--- src/inc/jbs_pkg.sv ---
// shared constants, opcodes, states and carriers of the boundary-scan test port
package jbs_pkg;

  // register lengths
  localparam int IR_LEN = 10;
  localparam int DR_LEN = 32;
  localparam int BSR_LEN_DEFAULT = 288;
  localparam int SYNC_STAGES = 3;

  // instruction opcodes, chosen codes
  localparam logic [IR_LEN-1:0] OP_EXTEST = 10'h000;
  localparam logic [IR_LEN-1:0] OP_SAMPLE = 10'h055;
  localparam logic [IR_LEN-1:0] OP_IDCODE = 10'h059;
  localparam logic [IR_LEN-1:0] OP_ISP_PROGRAM = 10'h2f4;
  localparam logic [IR_LEN-1:0] OP_ISP_READ = 10'h205;
  localparam logic [IR_LEN-1:0] OP_ISP_ERASE = 10'h2f2;
  localparam logic [IR_LEN-1:0] OP_ISP_SECURE = 10'h2f9;
  localparam logic [IR_LEN-1:0] OP_BYPASS = 10'h3ff;
  localparam logic [IR_LEN-1:0] IR_CAPTURE = 10'h001;

  // identification fields; values are arbitrary
  localparam logic [3:0] ID_VERSION = 4'h1;
  localparam logic [15:0] ID_PART = 16'h5a3c;
  localparam logic [10:0] ID_MAKER = 11'h2a5;
  localparam logic ID_LSB = 1'b1;
  localparam logic [DR_LEN-1:0] ID_VALUE = {ID_VERSION, ID_PART, ID_MAKER, ID_LSB};

  // status word captured under the program instruction
  localparam int ST_PEND_BIT = 0;
  localparam int ST_DROP_BIT = 1;

  // program data buffer
  localparam int FIFO_DEPTH = 16;

  // pad positions of the four test-port pins
  localparam int PIN_TCK = 0;
  localparam int PIN_TMS = 1;
  localparam int PIN_TDI = 2;
  localparam int PIN_TDO = 3;

  // tap controller states, one-hot
  typedef enum logic [15:0] {
    ST_TLR   = 16'h0001,
    ST_RTI   = 16'h0002,
    ST_SELDR = 16'h0004,
    ST_CAPDR = 16'h0008,
    ST_SHDR  = 16'h0010,
    ST_EX1DR = 16'h0020,
    ST_PSDR  = 16'h0040,
    ST_EX2DR = 16'h0080,
    ST_UPDR  = 16'h0100,
    ST_SELIR = 16'h0200,
    ST_CAPIR = 16'h0400,
    ST_SHIR  = 16'h0800,
    ST_EX1IR = 16'h1000,
    ST_PSIR  = 16'h2000,
    ST_EX2IR = 16'h4000,
    ST_UPIR  = 16'h8000
  } jbs_state_e;

  // the three sampled test-port inputs
  typedef struct packed {
    logic tdi;
    logic tms;
    logic tck;
  } jbs_pins_s;

endpackage

--- src/rtl/jbs_tap.sv ---
// boundary-scan test access port with in-system programming instructions
// Contract
// (RULE1) sample captures pins, preload loads update cells
// (RULE2) extest drives cells out, captures inputs
// (RULE3) bypass is one bit, one-stage delay
// (RULE4) idcode puts identification between tdi, tdo
// (RULE5) instruction register is ten bits
// (RULE6) boundary length is a per-variant parameter
// (RULE7) no boundary cells: extest/sample select bypass
// (RULE8) id is version, part, maker, one bit
// (RULE9) maker field eleven bits, lsb always one
// (RULE10) version field occupies the highest id bits
// (RULE11) port disabled: pins are user i/o
// (RULE12) decode programming instructions from the port
// (RULE13) security bit blocks every configuration readback
// (RULE14) security cleared only by full reprogramming
// (RULE15) sixteen-state controller, tdo on falling edge
// (RULE16) chosen opcodes, unknown selects bypass, reset loads id
module jbs_tap
  import jbs_pkg::*;
#(
  parameter int BSR_LEN = BSR_LEN_DEFAULT,
  localparam int BSR_W = (BSR_LEN < 2) ? 1 : BSR_LEN
)
(
  input wire logic ref_clk_in,                 // system clock, 200 MHz
  input wire logic resetn_in,                  // async reset, active low
  input wire logic ce_in,                      // clock enable, freezes state
  input wire logic tap_enable_in,              // configuration enables test port
  input wire logic [3:0] pin_in,               // pad levels: tck, tms, tdi, tdo
  output logic [3:0] pin_out,                  // pad drive level
  output logic [3:0] pin_oe_out,               // pad drive enable
  input wire logic [3:0] user_out_in,          // user level for the four pads
  input wire logic [3:0] user_oe_in,           // user enable for the four pads
  input wire logic [BSR_W-1:0] pad_in,         // levels at device pins
  input wire logic [BSR_W-1:0] core_out_in,    // core levels toward pins
  output logic [BSR_W-1:0] pad_out,            // levels driven to pins
  output logic extest_out,                     // pins owned by scan cells
  input wire logic security_bit_in,            // stored security bit
  input wire logic [DR_LEN-1:0] rb_data_in,    // stored configuration word
  output logic rb_req_out,                     // pulse: next readback word
  output logic erase_req_out,                  // pulse: full erase
  output logic secure_req_out,                 // pulse: program security bit
  output logic isp_active_out,                 // programming instruction held
  output logic prog_valid_out,                 // program word available
  input wire logic prog_ready_in,              // programmer takes word
  output logic [DR_LEN-1:0] prog_data_out      // program word
);

  localparam bit HAS_BSR = (BSR_LEN >= 2);

  jbs_pins_s s1_q, s2_q, s3_q, f_q;
  logic tck_prev_q;
  jbs_state_e st_q, st_d;
  logic [IR_LEN-1:0] ir_q, ir_sh_q;
  logic [DR_LEN-1:0] dsh_q;
  logic byp_q;
  logic [BSR_W-1:0] bsr_sh_q, bsr_up_q;
  logic tdo_q, tdo_oe_q;
  logic pend_q, drop_q;
  logic [DR_LEN-1:0] word_q;
  logic rb_q, erase_q, secure_q;
  wire rise, fall, tms, tdi, tlr_hold;
  wire sel_bsr, sel_id, sel_prog, sel_read, sel_dsh, sel_erase, sel_secure;
  wire in_cap_dr, in_sh_dr, in_up_dr, in_cap_ir, in_sh_ir, in_up_ir, in_tlr;
  wire tdo_bit, push_ok, fifo_ready;
  wire [IR_LEN-1:0] ir_next;
  wire [DR_LEN-1:0] st_word;

  // three-stage synchroniser per input; a level counts once stages two and three agree
  genvar g;
  generate
    for (g = 0; g < $bits(jbs_pins_s); g++)
    begin : g_sync
      always_ff @(posedge ref_clk_in or negedge resetn_in)
      begin
        if (!resetn_in)
        begin
          s1_q[g] <= 1'b0;
          s2_q[g] <= 1'b0;
          s3_q[g] <= 1'b0;
          f_q[g] <= 1'b0;
        end
        else if (ce_in)
        begin
          s1_q[g] <= pin_in[g];
          s2_q[g] <= s1_q[g];
          s3_q[g] <= s2_q[g];
          f_q[g] <= (s2_q[g] == s3_q[g]) ? s2_q[g] : f_q[g];
        end
      end
    end
  endgenerate

  // link clock edge detect on the filtered level
  always_ff @(posedge ref_clk_in or negedge resetn_in)
  begin
    if (!resetn_in)
    begin
      tck_prev_q <= 1'b0;
    end
    else if (ce_in)
    begin
      tck_prev_q <= f_q.tck;
    end
  end

  assign rise = ce_in & f_q.tck & ~tck_prev_q;
  assign fall = ce_in & ~f_q.tck & tck_prev_q;
  assign tms = f_q.tms;
  assign tdi = f_q.tdi;
  assign tlr_hold = ~tap_enable_in;

  // controller next state, advanced by tms on each rising tck
  always_comb
  begin
    case (st_q)
      ST_TLR:   st_d = tms ? ST_TLR : ST_RTI;
      ST_RTI:   st_d = tms ? ST_SELDR : ST_RTI;
      ST_SELDR: st_d = tms ? ST_SELIR : ST_CAPDR;
      ST_CAPDR: st_d = tms ? ST_EX1DR : ST_SHDR;
      ST_SHDR:  st_d = tms ? ST_EX1DR : ST_SHDR;
      ST_EX1DR: st_d = tms ? ST_UPDR : ST_PSDR;
      ST_PSDR:  st_d = tms ? ST_EX2DR : ST_PSDR;
      ST_EX2DR: st_d = tms ? ST_UPDR : ST_SHDR;
      ST_UPDR:  st_d = tms ? ST_SELDR : ST_RTI;
      ST_SELIR: st_d = tms ? ST_TLR : ST_CAPIR;
      ST_CAPIR: st_d = tms ? ST_EX1IR : ST_SHIR;
      ST_SHIR:  st_d = tms ? ST_EX1IR : ST_SHIR;
      ST_EX1IR: st_d = tms ? ST_UPIR : ST_PSIR;
      ST_PSIR:  st_d = tms ? ST_EX2IR : ST_PSIR;
      ST_EX2IR: st_d = tms ? ST_UPIR : ST_SHIR;
      ST_UPIR:  st_d = tms ? ST_SELDR : ST_RTI;
      default:  st_d = ST_TLR;
    endcase
  end

  // controller state; held in reset while the port is disabled
  always_ff @(posedge ref_clk_in or negedge resetn_in)
  begin
    if (!resetn_in)
    begin
      st_q <= ST_TLR;
    end
    else if (ce_in && tlr_hold)
    begin
      st_q <= ST_TLR; // RULE11
    end
    else if (rise)
    begin
      st_q <= st_d; // RULE15
    end
  end

  // state decode
  assign in_tlr = (st_q == ST_TLR);
  assign in_cap_dr = (st_q == ST_CAPDR);
  assign in_sh_dr = (st_q == ST_SHDR);
  assign in_up_dr = (st_q == ST_UPDR);
  assign in_cap_ir = (st_q == ST_CAPIR);
  assign in_sh_ir = (st_q == ST_SHIR);
  assign in_up_ir = (st_q == ST_UPIR);

  // instruction decode; anything unlisted falls to bypass
  assign sel_bsr = HAS_BSR && ((ir_q == OP_EXTEST) || (ir_q == OP_SAMPLE)); // RULE7
  assign sel_id = (ir_q == OP_IDCODE); // RULE4
  assign sel_prog = (ir_q == OP_ISP_PROGRAM); // RULE12
  assign sel_read = (ir_q == OP_ISP_READ); // RULE12
  assign sel_erase = (ir_q == OP_ISP_ERASE);
  assign sel_secure = (ir_q == OP_ISP_SECURE);
  assign sel_dsh = sel_id | sel_prog | sel_read;
  assign ir_next = ir_sh_q;

  // instruction register: capture pattern, shift, update; reset loads identification
  always_ff @(posedge ref_clk_in or negedge resetn_in)
  begin
    if (!resetn_in)
    begin
      ir_q <= OP_IDCODE;
      ir_sh_q <= IR_CAPTURE;
    end
    else if (rise)
    begin
      if (in_tlr)
      begin
        ir_q <= OP_IDCODE; // RULE16
      end
      if (in_cap_ir)
      begin
        ir_sh_q <= IR_CAPTURE;
      end
      if (in_sh_ir)
      begin
        ir_sh_q <= {tdi, ir_sh_q[IR_LEN-1:1]}; // RULE5
      end
      if (in_up_ir)
      begin
        ir_q <= ir_next;
      end
    end
  end

  // status word seen when the program register is captured
  assign st_word = DR_LEN'({drop_q, pend_q}) << ST_PEND_BIT;

  // shared 32-bit data register and one-bit bypass
  always_ff @(posedge ref_clk_in or negedge resetn_in)
  begin
    if (!resetn_in)
    begin
      dsh_q <= '0;
      byp_q <= 1'b0;
    end
    else if (rise)
    begin
      if (in_cap_dr)
      begin
        byp_q <= 1'b0;
        if (sel_id)
        begin
          dsh_q <= ID_VALUE; // RULE8 RULE9 RULE10
        end
        else if (sel_read)
        begin
          dsh_q <= security_bit_in ? '0 : rb_data_in; // RULE13
        end
        else
        begin
          dsh_q <= st_word;
        end
      end
      if (in_sh_dr)
      begin
        byp_q <= tdi; // RULE3
        dsh_q <= {tdi, dsh_q[DR_LEN-1:1]};
      end
    end
  end

  // boundary cells: capture pins, shift, update onto pins under extest
  generate
    for (g = 0; g < BSR_W; g++)
    begin : g_cell
      wire shin = (g == BSR_W - 1) ? tdi : bsr_sh_q[(g + 1) % BSR_W];
      always_ff @(posedge ref_clk_in or negedge resetn_in)
      begin
        if (!resetn_in)
        begin
          bsr_sh_q[g] <= 1'b0;
          bsr_up_q[g] <= 1'b0;
        end
        else if (rise && sel_bsr)
        begin
          if (in_cap_dr)
          begin
            bsr_sh_q[g] <= pad_in[g]; // RULE1 RULE2
          end
          if (in_sh_dr)
          begin
            bsr_sh_q[g] <= shin; // RULE6
          end
          if (in_up_dr)
          begin
            bsr_up_q[g] <= bsr_sh_q[g]; // RULE1
          end
        end
      end
    end
  endgenerate

  // pins follow the core except under extest
  assign extest_out = HAS_BSR && (ir_q == OP_EXTEST);
  assign pad_out = extest_out ? bsr_up_q : core_out_in; // RULE2

  // serial output selection
  assign tdo_bit = in_sh_ir ? ir_sh_q[0] : sel_bsr ? bsr_sh_q[0] : sel_dsh ? dsh_q[0] : byp_q;

  // tdo and its enable change on falling tck, driven only in shift states
  always_ff @(posedge ref_clk_in or negedge resetn_in)
  begin
    if (!resetn_in)
    begin
      tdo_q <= 1'b0;
      tdo_oe_q <= 1'b0;
    end
    else if (ce_in && tlr_hold)
    begin
      tdo_oe_q <= 1'b0;
    end
    else if (fall)
    begin
      tdo_q <= tdo_bit; // RULE15
      tdo_oe_q <= in_sh_dr | in_sh_ir; // RULE15
    end
  end

  // program words wait in a holding register until the buffer accepts them
  assign push_ok = rise & in_up_dr & sel_prog & (~pend_q | fifo_ready);

  always_ff @(posedge ref_clk_in or negedge resetn_in)
  begin
    if (!resetn_in)
    begin
      pend_q <= 1'b0;
      drop_q <= 1'b0;
      word_q <= '0;
    end
    else if (ce_in)
    begin
      pend_q <= (pend_q & ~fifo_ready) | push_ok;
      if (push_ok)
      begin
        word_q <= dsh_q; // RULE12
      end
      // a refused word sets the drop flag; the set wins over the capture clear
      if (rise && in_up_dr && sel_prog && !push_ok)
      begin
        drop_q <= 1'b1;
      end
      else if (rise && in_cap_dr && sel_prog)
      begin
        drop_q <= 1'b0;
      end
    end
  end

  // one-cycle request pulses toward the nonvolatile store
  always_ff @(posedge ref_clk_in or negedge resetn_in)
  begin
    if (!resetn_in)
    begin
      rb_q <= 1'b0;
      erase_q <= 1'b0;
      secure_q <= 1'b0;
    end
    else if (ce_in)
    begin
      rb_q <= rise & in_up_dr & sel_read & ~security_bit_in; // RULE13
      erase_q <= rise & in_up_ir & (ir_next == OP_ISP_ERASE); // RULE14
      secure_q <= rise & in_up_ir & (ir_next == OP_ISP_SECURE); // RULE12
    end
  end

  assign rb_req_out = rb_q;
  assign erase_req_out = erase_q;
  assign secure_req_out = secure_q;
  assign isp_active_out = sel_prog | sel_read | sel_erase | sel_secure;

  // program data buffer toward the programming engine
  jbs_fifo #(
    .WIDTH(DR_LEN),
    .DEPTH(FIFO_DEPTH)
  ) u_fifo (
    .ref_clk_in(ref_clk_in),
    .resetn_in(resetn_in),
    .ce_in(ce_in),
    .in_valid_in(pend_q),
    .in_ready_out(fifo_ready),
    .in_data_in(word_q),
    .out_valid_out(prog_valid_out),
    .out_ready_in(prog_ready_in),
    .out_data_out(prog_data_out)
  );

  // pad muxing: when disabled the four pins belong to the user
  assign pin_out[PIN_TCK] = tap_enable_in ? 1'b0 : user_out_in[PIN_TCK]; // RULE11
  assign pin_out[PIN_TMS] = tap_enable_in ? 1'b0 : user_out_in[PIN_TMS];
  assign pin_out[PIN_TDI] = tap_enable_in ? 1'b0 : user_out_in[PIN_TDI];
  assign pin_out[PIN_TDO] = tap_enable_in ? tdo_q : user_out_in[PIN_TDO];
  assign pin_oe_out[PIN_TCK] = tap_enable_in ? 1'b0 : user_oe_in[PIN_TCK]; // RULE11
  assign pin_oe_out[PIN_TMS] = tap_enable_in ? 1'b0 : user_oe_in[PIN_TMS];
  assign pin_oe_out[PIN_TDI] = tap_enable_in ? 1'b0 : user_oe_in[PIN_TDI];
  assign pin_oe_out[PIN_TDO] = tap_enable_in ? tdo_oe_q : user_oe_in[PIN_TDO];

endmodule

--- src/rtl/jbs_fifo.sv ---
// synchronous fifo with valid/ready on both sides
module jbs_fifo
  import jbs_pkg::*;
#(
  parameter int WIDTH = 32,
  parameter int DEPTH = 16
)
(
  input wire logic ref_clk_in,             // system clock
  input wire logic resetn_in,              // async reset, active low
  input wire logic ce_in,                  // clock enable
  input wire logic in_valid_in,            // write request
  output logic in_ready_out,               // room available
  input wire logic [WIDTH-1:0] in_data_in, // write word
  output logic out_valid_out,              // word available
  input wire logic out_ready_in,           // reader takes word
  output logic [WIDTH-1:0] out_data_out    // head word
);

  localparam int AW = $clog2(DEPTH);

  logic [WIDTH-1:0] mem_q [DEPTH];
  logic [AW-1:0] wr_q;
  logic [AW-1:0] rd_q;
  logic [AW:0] cnt_q;
  wire do_wr;
  wire do_rd;

  // handshake terms
  assign in_ready_out = (cnt_q != (AW+1)'(DEPTH));
  assign out_valid_out = (cnt_q != '0);
  assign do_wr = in_valid_in & in_ready_out & ce_in;
  assign do_rd = out_valid_out & out_ready_in & ce_in;
  assign out_data_out = mem_q[rd_q];

  // storage, no reset needed
  always_ff @(posedge ref_clk_in)
  begin
    if (do_wr)
    begin
      mem_q[wr_q] <= in_data_in;
    end
  end

  // pointers and fill count
  always_ff @(posedge ref_clk_in or negedge resetn_in)
  begin
    if (!resetn_in)
    begin
      wr_q <= '0;
      rd_q <= '0;
      cnt_q <= '0;
    end
    else
    begin
      if (do_wr)
      begin
        wr_q <= wr_q + 1'b1;
      end
      if (do_rd)
      begin
        rd_q <= rd_q + 1'b1;
      end
      cnt_q <= cnt_q + (AW+1)'(do_wr) - (AW+1)'(do_rd);
    end
  end

endmodule

--- config.mk ---
export PLATFORM = sky130hd
export DESIGN_NAME = jbs_tap
export DESIGN_NICKNAME = d
export VERILOG_FILES = /design/src/inc/jbs_pkg.sv /design/src/rtl/jbs_tap.sv /design/src/rtl/jbs_fifo.sv
export SDC_FILE = /design/constraint.sdc
export NUM_CORES = 2
export LEC_CHECK = 0
export BUFFER_PORTS_ARGS = -buffer_cell sky130_fd_sc_hd__buf_2
export CORE_MARGIN = 2
export CORE_UTILIZATION = 30
export DETAILED_ROUTE_END_ITERATION = 12
export SYNTH_ARGS = -nofsm -noshare
export SYNTH_HDL_FRONTEND = slang
export SYNTH_SLANG_ARGS = --single-unit
--- constraint.sdc ---
create_clock -name ref_clk_in -period 5.5 [get_ports ref_clk_in]
set_clock_uncertainty 0.05 [all_clocks]
set_input_delay 1.1 -clock ref_clk_in [delete_from_list [all_inputs] [get_ports ref_clk_in]]
set_output_delay 1.1 -clock ref_clk_in [all_outputs]
set_load 0.01 [all_outputs]
Word level (Yosys, flattened, before mapping)
Memory sizes are Yosys's and may differ from the RTL's.
Index checks and enable logic that the tools add are counted.
Operators by class
  eq/ne operators: 28
  muxes and demuxes: 620
  bitwise operators: 32
  reductions and logical operators: 31
  add/subtract/negate cells: 4
Operators with widths (number)
  1-bit 2-to-1 mux: 595
  288-bit 2-to-1 mux: 1
  16-bit case mux with 12 select lines: 1
  32-bit 2-to-1 mux: 5
  16-bit 2-to-1 mux: 4
  10-bit == test, second input constant: 6
  10-bit 2-to-1 mux: 5
  2-bit AND reduction: 11
  10-bit by 7-bit == test with 1-bit output, second input constant: 2
  9-bit 2-to-1 mux: 2
  1-bit bitwise AND: 17
  16-bit by 1-bit == test with 1-bit output, second input constant: 1
  16-bit by 10-bit == test with 1-bit output, second input constant: 1
  16-bit by 11-bit == test with 1-bit output, second input constant: 1
  16-bit by 12-bit == test with 1-bit output, second input constant: 1
  16-bit by 13-bit == test with 1-bit output, second input constant: 1
  16-bit by 14-bit == test with 1-bit output, second input constant: 1
  16-bit by 15-bit == test with 1-bit output, second input constant: 1
  16-bit == test, second input constant: 1
  16-bit by 2-bit == test with 1-bit output, second input constant: 1
  16-bit by 3-bit == test with 1-bit output, second input constant: 1
  16-bit by 4-bit == test with 1-bit output, second input constant: 1
  16-bit by 5-bit == test with 1-bit output, second input constant: 1
  16-bit by 6-bit == test with 1-bit output, second input constant: 1
  25 further kinds: 53
Storage, ports and cells
  RAM bits: 512
  output and inout bits: 334
  logic and storage cells: 1321
  memories: 1
  input bits: 626
  register bits: 710
Memories
  u_fifo.mem_q: words 16, width 32, read ports 1, clocked after memory_dff 0, wr ports 1, RTL line jbs_fifo.sv:22  | logic [WIDTH-1:0] mem_q [DEPTH];

Logic depth before layout (Yosys ltp)
  word-level depth: 9
  mapped depth: 16
  gate-level depth less buffers: 15

By module
A second synthesis with hierarchy kept.
Second synthesis, totals
  cell total of the unflattened synthesis: 3762
  area, all modules: 53583.9 µm²
By module, submodules not included
  jbs_tap: instances 1, cells each 2757, sequential area each 17449.2 µm², area each 33229.4 µm²
  jbs_fifo: instances 1, cells each 1005, sequential area each 15700.1 µm², area each 20354.5 µm²

Least setup slack after synthesis
No wires, ideal clock.
  path kind: input -> register
  start: in ce_in
  end: mem u_fifo.mem_q[3][0] (enable)
  stages: 5
  required time: 4.989 ns
  setup time: 0.461 ns
  arrival: 4.156 ns
  slack: 0.833 ns
  buffers on the path: 2
  cell sequence: clkbuf_1 > and3_1 > clkbuf_1 > nand2_1 > nor3_1
Between the ends
  cells in the longest elaborated chain, start to end: 3
Ends and longest elaborated chain
  start, declared: RTL line jbs_tap.sv:28  | input wire logic ce_in,
  1-bit bitwise AND: RTL line jbs_fifo.sv:32  | assign do_wr = in_valid_in & in_ready_out & ce_in;
  net u_fifo.do_wr: RTL line jbs_fifo.sv:26  | wire do_wr;
  1-bit 2-to-1 mux: RTL line jbs_fifo.sv:39  | if (do_wr)
  1-bit 2-to-1 mux (not written as such): RTL line jbs_fifo.sv:41  | mem_q[wr_q] <= in_data_in;
  end, declared: RTL line jbs_fifo.sv:22
The timed path passes the listed nets, and every way through them passes these cells.

Worst setup path after layout
  start: reg ir_q[5]
  end: out pad_out[192]
Between the ends
  cells in the longest elaborated chain, start to end: 2
Ends and longest elaborated chain
  start, declared: RTL line jbs_tap.sv:55  | logic [IR_LEN-1:0] ir_q, ir_sh_q;
  start signal, assigned: RTL line jbs_tap.sv:198  | ir_q <= ir_next;
  10-bit zero test: RTL line jbs_tap.sv:272  | assign extest_out = HAS_BSR && (ir_q == OP_EXTEST);
  288-bit 2-to-1 mux: RTL line jbs_tap.sv:273  | assign pad_out = extest_out ? bsr_up_q : core_out_in;
  end, declared: RTL line jbs_tap.sv:37  | output logic [BSR_W-1:0] pad_out,
Every way passes these cells.

==> flow_metrics.env <==
export IMPL_cts_made_buffers=138
export IMPL_run_status="finished clean"
export IMPL_vias_per_cell=4.90
export IMPL_synthFlopType="dfrtp_1"
export IMPL_synth_seq_cells=1222
export IMPL_path_clk_slew_ns=0.06
export IMPL_portBuffers=958
export IMPL_drc_errors=0
export IMPL_drv_cap=0
export IMPL_drive_gt1_share_pct=45.1
export IMPL_synth_top_area_cell="dfrtp_1"
export IMPL_max_slew_worst_pin_slew_ns=1.25
export IMPL_place_hpwl_um=145000
export IMPL_met3_length_um=14200
export IMPL_area_delta_synth_final_pct=23.2
export IMPL_seq_area_um2=33200
export IMPL_wl_per_cell_um=28.0
export IMPL_slowest_delay_ns=0.64
export IMPL_cts_resized=0
export IMPL_crit_top_cell="buf_12"
export IMPL_start_util_pct=30.1
export IMPL_die_height_um=427
export IMPL_drtIter0Drc=2440
export IMPL_final_min_clock_period_ns=4.90
export IMPL_cts_setup_buffers=0
export IMPL_instances_no_fill=6974
export IMPL_finalHoldViolCount=0
export IMPL_seqPwrFrac_pct=45.9
export IMPL_cts_path_max_buffers=3
export IMPL_ys_seq_area_share_pct=61.8
export IMPL_p_switching_uw=5520
export IMPL_arrival_ns=3.75
export IMPL_htree_levels=4
export IMPL_die_area_um2=182000
export IMPL_m1WireLength_um=73100
export IMPL_fin_tns_setup_ns=0
export IMPL_hold_buffers=0
export IMPL_synth_edff_count=512
export IMPL_grt_usage_pct=21.0
export IMPL_power_density_nw_per_um2=324
export IMPL_multiInputGateArea_um2=19400
export IMPL_synth_area_per_cell_um2=15.3
export IMPL_internal_power_uw=15900
export IMPL_dp_cells=6671
export IMPL_synth_commonest_cells="dfrtp_1, edfxtp_1, mux2_2"
export IMPL_drtPass1Iterations=5
export IMPL_fmax_mhz=204
export IMPL_synth_cell_type_count=63
export IMPL_p_leak_uw=0.0293
export IMPL_post_route_period_util_pct=89.1
export IMPL_fp_row_count=155
export IMPL_die_w_um=427
export IMPL_pin_count=960
export IMPL_antenna_found_initial=120
export IMPL_synth_cells=3513
export IMPL_cts_root_buf="clkbuf_16"
export IMPL_cp_end_kind="output port"
export IMPL_synth_warnings=0
export IMPL_core_area_um2=178000
export IMPL_rsz0062_at_grt="false"
export IMPL_cp_slowest_cell="or4_1"
export IMPL_detail_route_antenna_nets=0
export IMPL_grt_max_degree=193
export IMPL_dr_total_vias=34200
export IMPL_startpoint_type="flop"
export IMPL_critical_path_buf_inv_count=3
export IMPL_synth_area_leaders="dfrtp_1, edfxtp_1, mux2_2"
export IMPL_cts_tree="done"
export IMPL_finalPower_uw=21400
export IMPL_netSwitchingFraction_pct=25.8
export IMPL_peakVddDrop_uv=232
export IMPL_clock_sinks=1222
export IMPL_crit_fanout=82
export IMPL_highest_layer="met5"
export IMPL_overflow=0
export IMPL_utilization_pct=37.1
export IMPL_drv_slew=0
export IMPL_synth_most_common_cell="dfrtp_1"
export IMPL_synth_top_area_share_pct=32.8
export IMPL_grt_pass1_vias=34200
export IMPL_async_reset_ff_share_pct=58.1
export IMPL_gp_congestion=1.05
export IMPL_finalWirelength_um=195000
export IMPL_power_frac_clock_pct=43.5
export IMPL_fillers=17100
export IMPL_nNetsFinal=5094
export IMPL_holdWs_ns=0.259
export IMPL_worstSkewPairLatency_ns=0.81
export IMPL_path_class="reg -> out"
export IMPL_wl_met2_um=96700
export IMPL_cpLargestDelayFamily="simple AND/OR/NAND/NOR gates"
export IMPL_relSlewSlack_pct=16.5
export IMPL_setup_viol=0
export IMPL_synth_nets=4151
export IMPL_crit_required_ns=4.35
export IMPL_syn_area_um2=53700
export IMPL_hp_class="in -> async"
export IMPL_cp_cell_sequence="or4_1 > nor4_4 > buf_12 > buf_12 > mux2_2 > buf_2"
export IMPL_grt_pass1_wl_um=268000
export IMPL_combPwrFrac_pct=10.6
area by class of cell:
cell class | count | area share [%]
antenna | 56 | 0.212
multi-input combinational | 2034 | 29.4
timing repair buffer | 1042 | 8.66
sequential | 1222 | 50.2
inverter | 18 | 0.102
tap | 2355 | 4.46
clock inverter | 57 | 1.19
clock buffer | 190 | 5.79
placed cells by master, fill, tap and decap left out, types with 23 or more instances in the layout:
cell / instances
buf_4: 61
mux2_2: 400
buf_12: 23
buf_2: 957
nand2_1: 338
mux2i_1: 289
mux4_2: 160
mux2_4: 220
nor2_1: 49
clkbuf_16: 138
clkbuf_1: 34
edfxtp_1: 512
o21ai_0: 172
o21ai_1: 144
dfrtp_1: 700
diode_2: 56
power groups by stage:
stage / sequential (uW) / combinational [uW] / clock, uW
after floorplan: 9750 / 1460 / 0
after global placement: 10000 / 2310 / 0
after detailed placement: 10000 / 2310 / 0
after CTS: 9830 / 2310 / 9530
after global routing: 9850 / 2450 / 9890
final: 9830 / 2270 / 9320
logic make-up (layout without fill, tap and decap cells):
| family | Yosys count | in the layout | share of synthesized area [%] |
|---|---|---|---|
| fa+ha+maj | 12 | 12 | 0.294 |
| compound gates | 415 | 415 | 4.36 |
| other cells | 0 | 56 | 0 |
| buf+inv | 257 | 1307 | 2.31 |
| flops | 1222 | 1222 | 61.8 |
| xor+xnor | 18 | 18 | 0.294 |
| simple gates | 520 | 520 | 4.30 |
| mux | 1069 | 1069 | 26.7 |
through the flow:
| stage | setup WS (ns) | cell area [um^2] |
|---|---|---|
| CTS | 0.551 | 65900 |
| global placement | 1.39 | 61300 |
| global route | 0.424 | 66000 |
| floorplan | 0.833 | 53700 |
| finish | 0.598 | 66100 |
| detailed placement | 1.35 | 61300 |
registers in the layout, summed over array words and instances (netlist names), 4 cells and up:
register	cells
bsr_up_q	288
dsh_q	32
g_cell.shin	288
ir_next	10
ir_q	10
st_q	16
u_fifo.cnt_q	5
u_fifo.mem_q	512
u_fifo.rd_q	4
u_fifo.wr_q	4
word_q	32
final timing paths:
path | end | from | depth (start not counted) | slack (ns)
max | pad_out[192] | ir_q[5] | 6 | 0.60
min | bsr_up_q[176] | resetn_in | 1 | 0.26
max reg2reg | bsr_up_q[145] | st_q[1] | 6 | 1.65
min reg2reg | erase_req_out | erase_req_out | 2 | 0.43
max in group asynchronous | u_fifo.rd_q[0] | resetn_in | 2 | 3.74
min in group ref_clk_in | erase_req_out | erase_req_out | 2 | 0.43
worst reg2reg max path, stage by stage, from the launching register on:
cell      delay [ns]
dfrtp_1         0.46
nor4_1          0.78
nand2_1         0.30
or4_1           0.56
o21bai_4        0.30
buf_12          0.29
mux2_4          0.96
routing by layer:
metal  up-vias  global-route usage [%]
li1      15100                       -
met1     17400                    24.0
met2      1159                    34.7
met3       445                    7.15
met4        94                    10.7
met5         -                       0
(Power assumes the default switching activity.)
